--- src/hdl/cfm_params.svh ---
// constants of the core frame stream mapper
// Function
// RULE1 - app stream packed into 144-byte core frames repeating every 500 us
// RULE2 - 128 application bytes per frame, 16 stuffing bytes of all ones
// RULE3 - time slot 0 may start at any non-stuffing position, no alignment
// RULE4 - application framing loss never resyncs the line; contents pass transparently
// RULE5 - overhead bits nine to forty-eight are unused and sent as ones
// RULE6 - operational only if all pairs active, pair ids correct, no failure
// RULE7 - any pair down or wrong id makes whole section non-operational
// RULE8 - network loop request puts every line transceiver in transparent loopback
// RULE9 - line loopbacks are governed by the management control function
// RULE10 - interface blocks do the remaining time slot 0 maintenance themselves
// RULE11 - core generates line loss indication and active indication
// RULE12 - transceivers ride through 10 ms line interruptions without reset
// RULE13 - stuffing bytes sit at fixed frame positions, every ninth byte
`ifndef CFM_PARAMS_SVH
`define CFM_PARAMS_SVH
`define CFM_PAIRS 3
`define CFM_FRAME_BYTES 144
`define CFM_LAST_POS 8'h8F
`define CFM_STUFF_LAST 4'h8
`define CFM_STUFF_BYTE 8'hFF
`define CFM_OH_UNUSED 40
`define CFM_CLK_NS 20
`define CFM_FRAME_NS 500000
`define CFM_FRAME_CYC (`CFM_FRAME_NS / `CFM_CLK_NS)
`define CFM_MICRO_NS 10000000
`define CFM_RIDE_CYC (`CFM_MICRO_NS / `CFM_CLK_NS)
`define CFM_REG_CTRL 8'h00
`define CFM_REG_STATUS 8'h04
`define CFM_REG_IRQ_STAT 8'h08
`define CFM_REG_IRQ_MASK 8'h0C
`define CFM_CTRL_OM_LOOP 0
`define CFM_CTRL_TX_EN 1
`define CFM_IRQ_DOWN 0
`define CFM_IRQ_LOOP 1
`define CFM_IRQ_OVER 2
`define CFM_IRQ_UNDER 3
`define CFM_IRQ_W 4
`define CFM_CTRL_RESET 2'h2
`endif

--- src/hdl/cfm_pkg.sv ---
// types of the core frame stream mapper
package cfm_pkg;
    typedef struct packed {
        logic valid;
        logic stuff;
        logic [7:0] data;
    } cfm_line_t;
    typedef struct packed {
        logic loop_active;
        logic align_loss;
        logic los_align;
        logic [2:0] pair_ok;
        logic operational;
    } cfm_status_t;
    typedef enum logic [2:0] {
        SECT_DOWN = 3'b001,
        SECT_UP = 3'b010,
        SECT_LOOP = 3'b100
    } cfm_sect_t;
endpackage

--- src/hdl/cfm_sync2.sv ---
// two flip-flop synchroniser for pin inputs
`timescale 1ns/1ps
module cfm_sync2 #(
    parameter int W = 1
) (
    // clock and reset
    input wire logic core_clk,
    input wire logic nrst,
    // data
    input wire logic [W-1:0] d,
    output logic [W-1:0] q
);
    logic [W-1:0] meta;
    always_ff @(posedge core_clk) begin
        if (!nrst) begin
            meta <= '0;
            q <= '0;
        end else begin
            meta <= d;
            q <= meta;
        end
    end
endmodule

--- src/hdl/cfm_ride_through.sv ---
// per-pair ride-through of short line interruptions
`timescale 1ns/1ps
module cfm_ride_through #(
    parameter int unsigned HOLD = 500000
) (
    // clock and reset
    input wire logic core_clk,
    input wire logic nrst,
    // pair activation, synchronised
    input wire logic up,
    // results
    output logic ok,
    output logic reset_req
);
    logic [18:0] cnt;
    logic hit;
    // a gap of exactly HOLD cycles still rides through
    assign hit = (cnt == 19'(HOLD));
    // a gap shorter than HOLD keeps the pair out of reset
    always_ff @(posedge core_clk) begin
        if (!nrst) begin
            cnt <= '0;
            ok <= 1'b0;
            reset_req <= 1'b0;
        end else begin
            reset_req <= 1'b0;
            if (up) begin
                cnt <= '0;
                ok <= 1'b1;
            end else if (ok) begin
                cnt <= cnt + 19'h0001;
                if (hit) begin
                    ok <= 1'b0;
                    reset_req <= 1'b1; // RULE12
                    cnt <= '0;
                end
            end
        end
    end
endmodule

--- src/hdl/cfm_mapper.sv ---
// core frame stream mapper top
//
// Implementation choices: the address map and the strobed register port.
`timescale 1ns/1ps
`include "cfm_params.svh"
module cfm_mapper
    import cfm_pkg::*;
#(
    parameter int unsigned FRAME_CYCLES = `CFM_FRAME_CYC,
    parameter int unsigned RIDE_CYCLES = `CFM_RIDE_CYC
) (
    // clock and reset
    input wire logic core_clk,
    input wire logic nrst,
    // application stream pins
    input wire logic app_clk,
    input wire logic app_data,
    input wire logic frame_alignment_loss,
    // network side loop request pin
    input wire logic loop_req,
    // line transceiver pair pins
    input wire logic [2:0] pair_active,
    input wire logic [2:0] pair_id_ok,
    input wire logic line_los_align,
    // line byte request from transceiver logic
    input wire logic line_byte_req,
    // line side outputs
    output cfm_line_t line_out,
    output logic line_frame_start,
    output logic [`CFM_OH_UNUSED-1:0] overhead_unused,
    output logic [2:0] pair_loopback,
    output logic [2:0] pair_reset,
    // section state
    output logic section_operational,
    output logic los_align_indication,
    output logic central_end_active_indication,
    // register port
    input wire logic [7:0] reg_addr,
    input wire logic [31:0] reg_wdata,
    input wire logic reg_wr,
    input wire logic reg_rd,
    output logic [31:0] reg_rdata,
    // interrupt
    output logic irq
);
    logic [1:0] app_s;
    logic app_clk_d;
    logic [2:0] pair_s;
    logic [2:0] id_s;
    logic [2:0] misc_s;
    logic [2:0] pair_ok;
    logic [2:0] ride_rst;
    logic loop_s;
    logic align_s;
    logic los_s;
    logic app_bit_tick;
    logic [7:0] app_shift;
    logic [2:0] app_bits;
    logic [7:0] app_hold;
    logic app_hold_full;
    logic app_byte_done;
    logic [14:0] frame_cnt;
    logic frame_wrap;
    logic [7:0] pos;
    logic [3:0] stuff_cnt;
    logic is_stuff;
    logic [1:0] ctrl;
    logic [`CFM_IRQ_W-1:0] irq_stat;
    logic [`CFM_IRQ_W-1:0] irq_mask;
    logic [`CFM_IRQ_W-1:0] irq_set;
    logic [`CFM_IRQ_W-1:0] irq_clr;
    logic all_good;
    logic loop_want;
    cfm_sect_t sect;
    cfm_sect_t next_sect;
    cfm_status_t status;

    function automatic logic reg_hit(input logic [7:0] a, input logic [7:0] off);
        reg_hit = (a == off);
    endfunction

    // pins into the core clock domain
    cfm_sync2 #(.W(2)) u_sync_app (
        .core_clk(core_clk),
        .nrst(nrst),
        .d({app_clk, app_data}),
        .q(app_s)
    );
    cfm_sync2 #(.W(3)) u_sync_pair (
        .core_clk(core_clk),
        .nrst(nrst),
        .d(pair_active),
        .q(pair_s)
    );
    cfm_sync2 #(.W(3)) u_sync_id (
        .core_clk(core_clk),
        .nrst(nrst),
        .d(pair_id_ok),
        .q(id_s)
    );
    cfm_sync2 #(.W(3)) u_sync_misc (
        .core_clk(core_clk),
        .nrst(nrst),
        .d({loop_req, frame_alignment_loss, line_los_align}),
        .q(misc_s)
    );
    assign loop_s = misc_s[2];
    assign align_s = misc_s[1];
    assign los_s = misc_s[0];

    genvar gi;
    generate
        for (gi = 0; gi < `CFM_PAIRS; gi++) begin : g_pair
            cfm_ride_through #(.HOLD(RIDE_CYCLES)) u_ride (
                .core_clk(core_clk),
                .nrst(nrst),
                .up(pair_s[gi]),
                .ok(pair_ok[gi]),
                .reset_req(ride_rst[gi])
            );
        end
    endgenerate
    assign pair_reset = ride_rst;

    // application bit capture on rising app clock, no time slot 0 search
    always_ff @(posedge core_clk) begin
        if (!nrst) begin
            app_clk_d <= 1'b0;
        end else begin
            app_clk_d <= app_s[1];
        end
    end
    assign app_bit_tick = app_s[1] && !app_clk_d;

    always_ff @(posedge core_clk) begin
        if (!nrst) begin
            app_shift <= 8'h00;
            app_bits <= 3'h0;
            app_byte_done <= 1'b0;
        end else begin
            app_byte_done <= 1'b0;
            if (app_bit_tick) begin
                app_shift <= {app_shift[6:0], app_s[0]};
                app_bits <= app_bits + 3'h1;
                app_byte_done <= (app_bits == 3'h7); // RULE3
            end
        end
    end

    // one byte holding stage between stream and line requests
    always_ff @(posedge core_clk) begin
        if (!nrst) begin
            app_hold <= 8'h00;
            app_hold_full <= 1'b0;
        end else begin
            if (app_byte_done) begin
                app_hold <= app_shift; // RULE4
                app_hold_full <= 1'b1;
            end else if (line_byte_req && !is_stuff && !frame_wrap) begin
                app_hold_full <= 1'b0;
            end
        end
    end

    // frame timer, 500 us per core frame
    assign frame_wrap = (frame_cnt == 15'(FRAME_CYCLES - 1));
    always_ff @(posedge core_clk) begin
        if (!nrst) begin
            frame_cnt <= 15'h0000;
            line_frame_start <= 1'b0;
        end else begin
            line_frame_start <= frame_wrap; // RULE1
            frame_cnt <= frame_wrap ? 15'h0000 : frame_cnt + 15'h0001;
        end
    end

    // byte position inside the frame, stuffing every ninth byte
    assign is_stuff = (stuff_cnt == 4'h0); // RULE13
    always_ff @(posedge core_clk) begin
        if (!nrst) begin
            pos <= 8'h00;
            stuff_cnt <= 4'h0;
        end else if (frame_wrap) begin
            pos <= 8'h00;
            stuff_cnt <= 4'h0;
        end else if (line_byte_req) begin
            pos <= (pos == `CFM_LAST_POS) ? 8'h00 : pos + 8'h01; // RULE1
            stuff_cnt <= (stuff_cnt == `CFM_STUFF_LAST || pos == `CFM_LAST_POS) ?
                4'h0 : stuff_cnt + 4'h1; // RULE2
        end
    end

    // line byte answer; an empty hold sends ones rather than stalling the line
    always_ff @(posedge core_clk) begin
        if (!nrst) begin
            line_out <= '0;
        end else begin
            line_out.valid <= line_byte_req;
            line_out.stuff <= line_byte_req && is_stuff;
            if (line_byte_req) begin
                if (is_stuff || !app_hold_full || !ctrl[`CFM_CTRL_TX_EN]) begin
                    line_out.data <= `CFM_STUFF_BYTE; // RULE2
                end else begin
                    line_out.data <= app_hold; // RULE4
                end
            end
        end
    end

    always_ff @(posedge core_clk) begin
        if (!nrst) begin
            overhead_unused <= '0;
        end else begin
            overhead_unused <= '1; // RULE5
        end
    end

    // section state
    assign all_good = (&pair_ok) && (&id_s) && !los_s; // RULE6
    assign loop_want = loop_s && ctrl[`CFM_CTRL_OM_LOOP]; // RULE9
    always_comb begin
        next_sect = sect;
        unique case (sect)
            SECT_DOWN: begin
                if (loop_want) next_sect = SECT_LOOP;
                else if (all_good) next_sect = SECT_UP;
            end
            SECT_UP: begin
                if (loop_want) next_sect = SECT_LOOP;
                else if (!all_good) next_sect = SECT_DOWN; // RULE7
            end
            SECT_LOOP: begin
                if (!loop_want) next_sect = SECT_DOWN;
            end
            default: next_sect = SECT_DOWN;
        endcase
    end

    always_ff @(posedge core_clk) begin
        if (!nrst) begin
            sect <= SECT_DOWN;
        end else begin
            sect <= next_sect;
        end
    end

    always_ff @(posedge core_clk) begin
        if (!nrst) begin
            section_operational <= 1'b0;
            los_align_indication <= 1'b0;
            central_end_active_indication <= 1'b0;
            pair_loopback <= 3'h0;
        end else begin
            section_operational <= all_good; // RULE6
            los_align_indication <= los_s; // RULE11
            central_end_active_indication <= all_good; // RULE11
            pair_loopback <= {`CFM_PAIRS{loop_want}}; // RULE8
        end
    end

    // application framing state is only reported, never acted on
    assign status.loop_active = (sect == SECT_LOOP);
    assign status.align_loss = align_s; // RULE10
    assign status.los_align = los_s;
    assign status.pair_ok = pair_ok;
    assign status.operational = section_operational;

    // interrupt sources; set beats a same-cycle clear
    assign irq_set[`CFM_IRQ_DOWN] = (sect == SECT_UP) && (next_sect != SECT_UP);
    assign irq_set[`CFM_IRQ_LOOP] = (sect != SECT_LOOP) && (next_sect == SECT_LOOP);
    assign irq_set[`CFM_IRQ_OVER] = app_byte_done && app_hold_full;
    assign irq_set[`CFM_IRQ_UNDER] = line_byte_req && !is_stuff && !app_hold_full;
    assign irq_clr = (reg_wr && reg_hit(reg_addr, `CFM_REG_IRQ_STAT)) ?
        reg_wdata[`CFM_IRQ_W-1:0] : '0;

    always_ff @(posedge core_clk) begin
        if (!nrst) begin
            irq_stat <= '0;
            irq <= 1'b0;
        end else begin
            irq_stat <= (irq_stat & ~irq_clr) | irq_set;
            irq <= |(irq_stat & irq_mask);
        end
    end

    // register writes
    always_ff @(posedge core_clk) begin
        if (!nrst) begin
            ctrl <= `CFM_CTRL_RESET;
            irq_mask <= '0;
        end else if (reg_wr) begin
            if (reg_hit(reg_addr, `CFM_REG_CTRL)) ctrl <= reg_wdata[1:0];
            if (reg_hit(reg_addr, `CFM_REG_IRQ_MASK)) irq_mask <= reg_wdata[`CFM_IRQ_W-1:0];
        end
    end

    // register reads, data valid the cycle after the strobe only
    always_ff @(posedge core_clk) begin
        if (!nrst) begin
            reg_rdata <= 32'h0000_0000;
        end else begin
            reg_rdata <= 32'h0000_0000;
            if (reg_rd) begin
                if (reg_hit(reg_addr, `CFM_REG_CTRL)) reg_rdata <= 32'(ctrl);
                if (reg_hit(reg_addr, `CFM_REG_STATUS)) reg_rdata <= 32'(status);
                if (reg_hit(reg_addr, `CFM_REG_IRQ_STAT)) reg_rdata <= 32'(irq_stat);
                if (reg_hit(reg_addr, `CFM_REG_IRQ_MASK)) reg_rdata <= 32'(irq_mask);
            end
        end
    end
endmodule

--- config.mk ---
export PLATFORM = sky130hd
export DESIGN_NAME = cfm_mapper
export DESIGN_NICKNAME = d
export VERILOG_FILES = /design/src/hdl/cfm_pkg.sv /design/src/hdl/cfm_sync2.sv /design/src/hdl/cfm_ride_through.sv /design/src/hdl/cfm_mapper.sv
export VERILOG_INCLUDE_DIRS = /design/src /design/src/hdl
export SDC_FILE = /design/constraint.sdc
export NUM_CORES = 1
export LEC_CHECK = 0
export BUFFER_PORTS_ARGS = -buffer_cell sky130_fd_sc_hd__buf_2
export CORE_ASPECT_RATIO = 0.8
export CORE_MARGIN = 2
export CORE_UTILIZATION = 55
export DETAILED_ROUTE_END_ITERATION = 6
export HOLD_SLACK_MARGIN = 0.06
export PLACE_DENSITY = 0.8
export SYNTH_ARGS = -nofsm -noshare
export SYNTH_HDL_FRONTEND = slang
export SYNTH_HIERARCHICAL = 1
export SYNTH_SLANG_ARGS = --single-unit
--- constraint.sdc ---
create_clock -name core_clk -period 1.87 [get_ports core_clk]
set_input_delay 0.374 -clock core_clk [delete_from_list [all_inputs] [get_ports core_clk]]
set_output_delay 0.374 -clock core_clk [all_outputs]
set_load 0.03 [all_outputs]
==> metrics.yaml, run 1 <==
synth-edff-count: 0
numClockSinks: 170
first_pass_iters: 5
final-instance-count-excl-fill: 1110
critPathRequiredTime_ns: 2.17
setup_total_negative_slack_ns: 0
mapped_cell_area_sq_um: 7540
synth-seq-area-share_pct: 45.2
floorplan.rows: 38
syn-instance-count: 821
setup_violations: 0
synthTopCellsByArea: "sky130_fd_sc_hd__dfxtp_1, sky130_fd_sc_hd__buf_4, sky130_fd_sc_hd__nor2_1, sky130_fd_sc_hd__xnor2_1, sky130_fd_sc_hd__nand2_1"
clk_pin_slew_worst_paths_ns: 0.06
syn_avg_cell_area_sq_um: 9.18
synth.area.mux_share_pct: 1.46
layout_worst_path_cycle_share_pct: 97.1
worst_path_largest_cell_delay_ns: 0.40
grt_max_degree: 41
netlist-cell-type-count: 57
p_leak_uw: 0.00342
clockRootBuffer: "sky130_fd_sc_hd__clkbuf_16"
met2_length_mm: 7.28
hold_viol_final: 0
p_per_area_nw_per_um2: 904
dieWidth_um: 135
synth_ff_type: "sky130_fd_sc_hd__dfxtp_1"
die_y_um: 109
multiInputGateArea_sq_um: 3520
sum_of_overflow_across_all_layers_after_global_routing: 0
synth_adder_area_share_pct: 1.99
yosys.area_share.simple_pct: 24.6
synth.top_cell.area_share_pct: 45.2
place.detailed.instances: 1079
critPathSlowestCell: "sky130_fd_sc_hd__nor4b_2"
cp_top_family: "simple AND/OR/NAND/NOR gates"
placed_cell_area_sq_um: 8070
yosys.cell_count.top_type: "sky130_fd_sc_hd__dfxtp_1"
max_cap_violations: 0
finalCriticalPeriod_ns: 1.82
synth-compound-area-share_pct: 10.9
top_layer_used: "met4"
end_kind: "register"
path_max_fanout: 8
dp_hpwl_mm: 10.7
synth-warning-count: 6
post_route_m1_wl_mm: 7.27
routability_congestion_estimate: 0.815
cts_buffer_depth: 2
first_pass_grt_wire_length_mm: 25.2
total_power_uw: 7870
boundaryPins: 149
detail_route.vias_per_cell: 5.35
drt_wl_total_mm: 15.5
share_of_synthesized_registers_carrying_an_async_set_or_reset_pct: 0
synth_xor_area_share_pct: 6.27
dr_wl_met3_um: 757
filler_cell_count: 1092
clock_latency_ns: 0.42
timing.critical_path.arrival_ns: 2.12
post-synth-top-area-cell: "sky130_fd_sc_hd__dfxtp_1"
run_status: "complete, no violations"
startpoint_type: "register"
initialDrtViolationCount: 381
synth-seq-cells: 170
drc_errors: 0
ant_nets: 0
slew_viol_final: 0
synthToLayoutAreaGrowth_pct: 15.5
clock_tree_from_tritoncts: "done"
cts_inserted_buffers: 17
criticalPathCategory: "reg2reg"
antenna_found_initial: 0
clock_tree.htree_level_count: 4
vias: 5936
buffer_ports.inserted: 95
final_net_count: 987
dominant_combinational_cell_family_by_area_after_synthesis: "simple AND/OR/NAND/NOR gates"
floorplan.initialDensity_pct: 56.0
critPathBufInv: 2
rsz0062_at_grt: "false"
final_layout_size_suffix_gt1_share_pct: 21.8
grt_use_total_pct: 21.5
regArea_sq_um: 3400
wl_per_cell_um: 14.0
worstHoldPathType: "in2reg"
finalClockSkew_ns: 0.00658
max_freq_ghz: 0.551
floorplan.die_area_sq_um: 14700
coreArea_sq_um: 13500
path_common_cell: "sky130_fd_sc_hd__buf_4"
antennaDiodeCount: 0
grt_pass1_vias: 5340
crit_path_cell_trace: "nor4b_2 -> nand4_1 -> buf_4 -> o311ai_4 -> buf_4 -> nor2_1"
stdcell_area_sq_um: 8700
ys_top_cells_by_count: "sky130_fd_sc_hd__dfxtp_1, sky130_fd_sc_hd__nor2_1, sky130_fd_sc_hd__nand2_1"
worst_vdd_ir_mv: 0.771
[path summary, 6_finish.rpt]
path | from | to | slack (ns) | cells past startpoint
min reg2reg | u_sync_misc/meta[1] | u_sync_misc/q[1] | 0.42 | 1
max reg2reg | g_pair[1].u_ride/cnt[3] | g_pair[1].u_ride/cnt[4] | 0.05 | 6
min | pair_id_ok[2] | u_sync_id/meta[2] | 0.15 | 2
max | g_pair[1].u_ride/cnt[3] | g_pair[1].u_ride/cnt[4] | 0.05 | 6
[cell usage in the layout (no fill, tap or decap), drive strengths merged, types with 21 or more instances in the layout]
master and n:
o21ai 27, buf 139, nor4 21, nor2 91, inv 30, conb 25, dfxtp 170, clkbuf 23
xnor2 39, a21oi 47, nand3 28, nand4 24, and2 26, nand2 71
[report_power, final]
group | internal (uW) | leakage (uW) | switching, uW
combinational | 176 | 0.00175 | 393
sequential | 3690 | 0.00138 | 41.8
clock | 2220 | 0.000291 | 1350
total | 6090 | 0.00342 | 1790
[stage by stage]
stage                     setup slack [ns]  hold slack [ns]  util (%)
after floorplan                     0.0897            0.402         -
after global placement              0.0723            0.412      60.0
after detailed placement            0.0439            0.412      60.0
after CTS                          0.00395            0.140      64.5
after global routing               0.00139            0.142      64.7
final                               0.0545            0.153      64.7
[flip-flops by register name, summed over array words and instances (netlist names), 4 cells and up]
signal	count
app_shift	8
irq_mask	4
pos	8
irq_stat	4
frame_cnt	15
line_out	10
app_hold	8
reg_rdata	7
g_pair.u_ride/cnt	57
stuff_cnt	4
[worst register-to-register path, cell delays in order (launching register included)]
cell	delay, ns
sky130_fd_sc_hd__dfxtp_1	0.38
sky130_fd_sc_hd__nor4b_2	0.40
sky130_fd_sc_hd__nand4_1	0.18
sky130_fd_sc_hd__buf_4	0.20
sky130_fd_sc_hd__o311ai_4	0.26
sky130_fd_sc_hd__buf_4	0.21
sky130_fd_sc_hd__nor2_1	0.07
[kinds of logic after synthesis]
group / count (synthesis)
xor+xnor: 54
mux: 11
compound gates: 118
buf+inv: 115
other cells: 1
flops: 170
fa+ha+maj: 12
simple gates: 340
[repair_timing]
item                                    in CTS  in global routing
buffers inserted                             0                  1
gates resized for setup                      0                  4
hold buffers                                 0                  0
endpoints found under the setup margin       0                 34
[layout make-up]
class / instances / area share, %
clock buffer: 23 / 5.61
clock inverter: 7 / 1.32
inverter: 31 / 1.34
multi-input combinational: 560 / 40.5
sequential: 170 / 39.1
tap: 180 / 2.59
timing repair buffer: 139 / 9.59
[per-layer routing]
metal  vias up  track usage (%)
met5         -                0
met4         0             6.09
met3        19             5.53
met2       164             35.3
met1      2784             28.0
li1       2969                -
Power figures use the tool's default switching activity.
==> run 2, diff against run 1 <==
--- a/config.mk
+++ b/config.mk
@@ -6,13 +6,15 @@
 export SDC_FILE = /design/constraint.sdc
 export NUM_CORES = 1
 export LEC_CHECK = 0
+export ABC_CLOCK_PERIOD_IN_PS = 1870
 export BUFFER_PORTS_ARGS = -buffer_cell sky130_fd_sc_hd__buf_2
 export CORE_ASPECT_RATIO = 0.8
 export CORE_MARGIN = 2
 export CORE_UTILIZATION = 55
 export DETAILED_ROUTE_END_ITERATION = 6
+export GPL_TIMING_DRIVEN = 0
 export HOLD_SLACK_MARGIN = 0.06
-export PLACE_DENSITY = 0.8
+export PLACE_DENSITY = 0.86
 export SYNTH_ARGS = -nofsm -noshare
 export SYNTH_HDL_FRONTEND = slang
 export SYNTH_HIERARCHICAL = 1
==> run 2 against run 1 <==
Compared with the run above:
- the run now ends with setup timing left
- sequential power about the same
- die area unchanged
- setup slack got worse by 0.10 ns
- first-iteration DRC count increased by 17%
- critical path depth decreased by 1
- clock power decreased by 5%
- flip-flop and latch count unchanged
==> metrics.yaml, run 2 (synthesized netlist as in run 1, its figures left out) <==
setup_violations: 17
timing.critical_path.from: "frame_cnt[3]"
dp_worst_setup_slack_ns: -0.310
setup_total_negative_slack_ns: -0.561
p_leak_uw: 0.00364
sum_of_overflow_across_all_layers_after_global_routing: 0
clk_pin_slew_worst_paths_ns: 0.06
floorplan.die_area_sq_um: 14700
end_kind: "register"
wl_per_cell_um: 13.9
smallest_setup_slack_after_layout_ns: -0.0450
critPathSlowestCell: "sky130_fd_sc_hd__or4b_4"
worst_path_largest_cell_delay_ns: 0.58
run_status: "finished with violations"
cts_buffer_depth: 2
vias: 6103
drc_errors: 0
final_hold_slack_ns: 0.143
floorplan.rows: 38
critical_path.reg2reg.startpoint: "frame_cnt[3]"
max_cap_violations: 0
p_per_area_nw_per_um2: 850
worstHoldPathType: "in2reg"
dp_hpwl_mm: 10.8
largest_register_ff_count: 57
hold_viol_final: 0
final_layout_size_suffix_gt1_share_pct: 28.7
clockRootBuffer: "sky130_fd_sc_hd__clkbuf_16"
critPathBufInv: 2
routability_congestion_estimate: 0.822
crit_path_cell_trace: "or4b_4 -> o41ai_4 -> buf_6 -> clkbuf_16 -> nor2_2"
hold_path.startpoint: "app_data"
boundaryPins: 149
synthToLayoutAreaGrowth_pct: 21.8
ant_nets: 0
violations: "setup timing"
timing.critical_path.arrival_ns: 2.24
clock_tree_from_tritoncts: "done"
first_pass_iters: 4
cp_top_family: "simple AND/OR/NAND/NOR gates"
finalCriticalPeriod_ns: 1.91
drt_wl_total_mm: 16.2
total_power_uw: 7810
final_net_count: 1039
finalClockSkew_ns: 0.00666
maxSlewHeadroom_pct: 57.4
buffer_ports.inserted: 94
layout_worst_path_cycle_share_pct: 102
worst_vdd_ir_mv: 0.636
dieWidth_um: 135
registers.top_by_ff_count: "g_pair.u_ride/cnt"
grt_max_degree: 41
initialDrtViolationCount: 447
coreArea_sq_um: 13500
startpoint_type: "register"
detail_route.vias_per_cell: 5.24
numClockSinks: 170
die_y_um: 109
critPathRequiredTime_ns: 2.20
cts_inserted_buffers: 17
max_freq_ghz: 0.522
clock_latency_ns: 0.43
mostFrequentLayoutCell: "sky130_fd_sc_hd__dfxtp_1"
slew_viol_final: 0
grt_pass1_vias: 5481
clock_tree.htree_level_count: 4
rsz0062_at_grt: "true"
antenna_found_initial: 0
reg.largest.list: "g_pair.u_ride/cnt x57, frame_cnt x15, line_out x10"
grt_use_total_pct: 21.7
criticalPathCategory: "reg2reg"
first_pass_grt_wire_length_mm: 25.5
path_max_fanout: 6
floorplan.initialDensity_pct: 56.0
layout_common_cells: "sky130_fd_sc_hd__dfxtp_1, sky130_fd_sc_hd__buf_2, sky130_fd_sc_hd__buf_4"
tightestPinTransition_ns: 0.638
## run 2: changes by cell type in the layout (fill, tap and decap cells not counted), sizes merged
cell / previous run / this run
buf: 139 / 180
bufinv: 3 / 1
inv: 30 / 33
clkinv: 3 / 6
clkinvlp: 2 / 4
diode: 0 / 1
clkbuf: 23 / 30
## run 2: metrics by stage
step	instance area [sq um]	utilization, %	instances
final	9180	68.3	1165
after detailed placement	8320	61.9	1119
after CTS	8960	66.6	1157
after global placement	8320	61.9	1119
after floorplan	7630	-	845
after global routing	9180	68.2	1164
## run 2: area by class of cell
cell class                 instances  area, sq um
antenna                            1         2.50
buffer                            84          602
clock buffer                      19          453
clock inverter                    13          119
fill                            1032         4270
inverter                          31          116
multi-input combinational        560         3640
sequential                       170         3430
tap                              180          225
timing repair buffer             107          601
## run 2: path summary, 6_finish.rpt
kind | end | slack (ns) | depth (start not counted)
worst max-delay path | frame_cnt[11] | -0.04 | 5
worst min-delay path | u_sync_app/meta[0] | 0.14 | 2
worst max register to register | frame_cnt[11] | -0.04 | 5
worst min register to register | u_sync_pair/q[1] | 0.43 | 1
## run 2: timing repair
action	CTS	global route
setup buffers	6	6
endpoints found under the setup margin	82	78
resized for setup	5	46
hold buffers	0	0
pin swaps	6	16
gates cloned	0	1
## run 2: power breakdown
part           internal, uW  switching (uW)
clock                  1910            1480
sequential             3690            62.4
combinational           266             409
## run 2: per-layer routing
layer  vias up  global-route usage (%)  share of wire, %
met5         -                       0                 0
met4         0                    8.50               1.9
met3        27                    4.74               5.3
met2       155                    35.5                48
met1      2846                    28.2                45
li1       3075                       -                 -
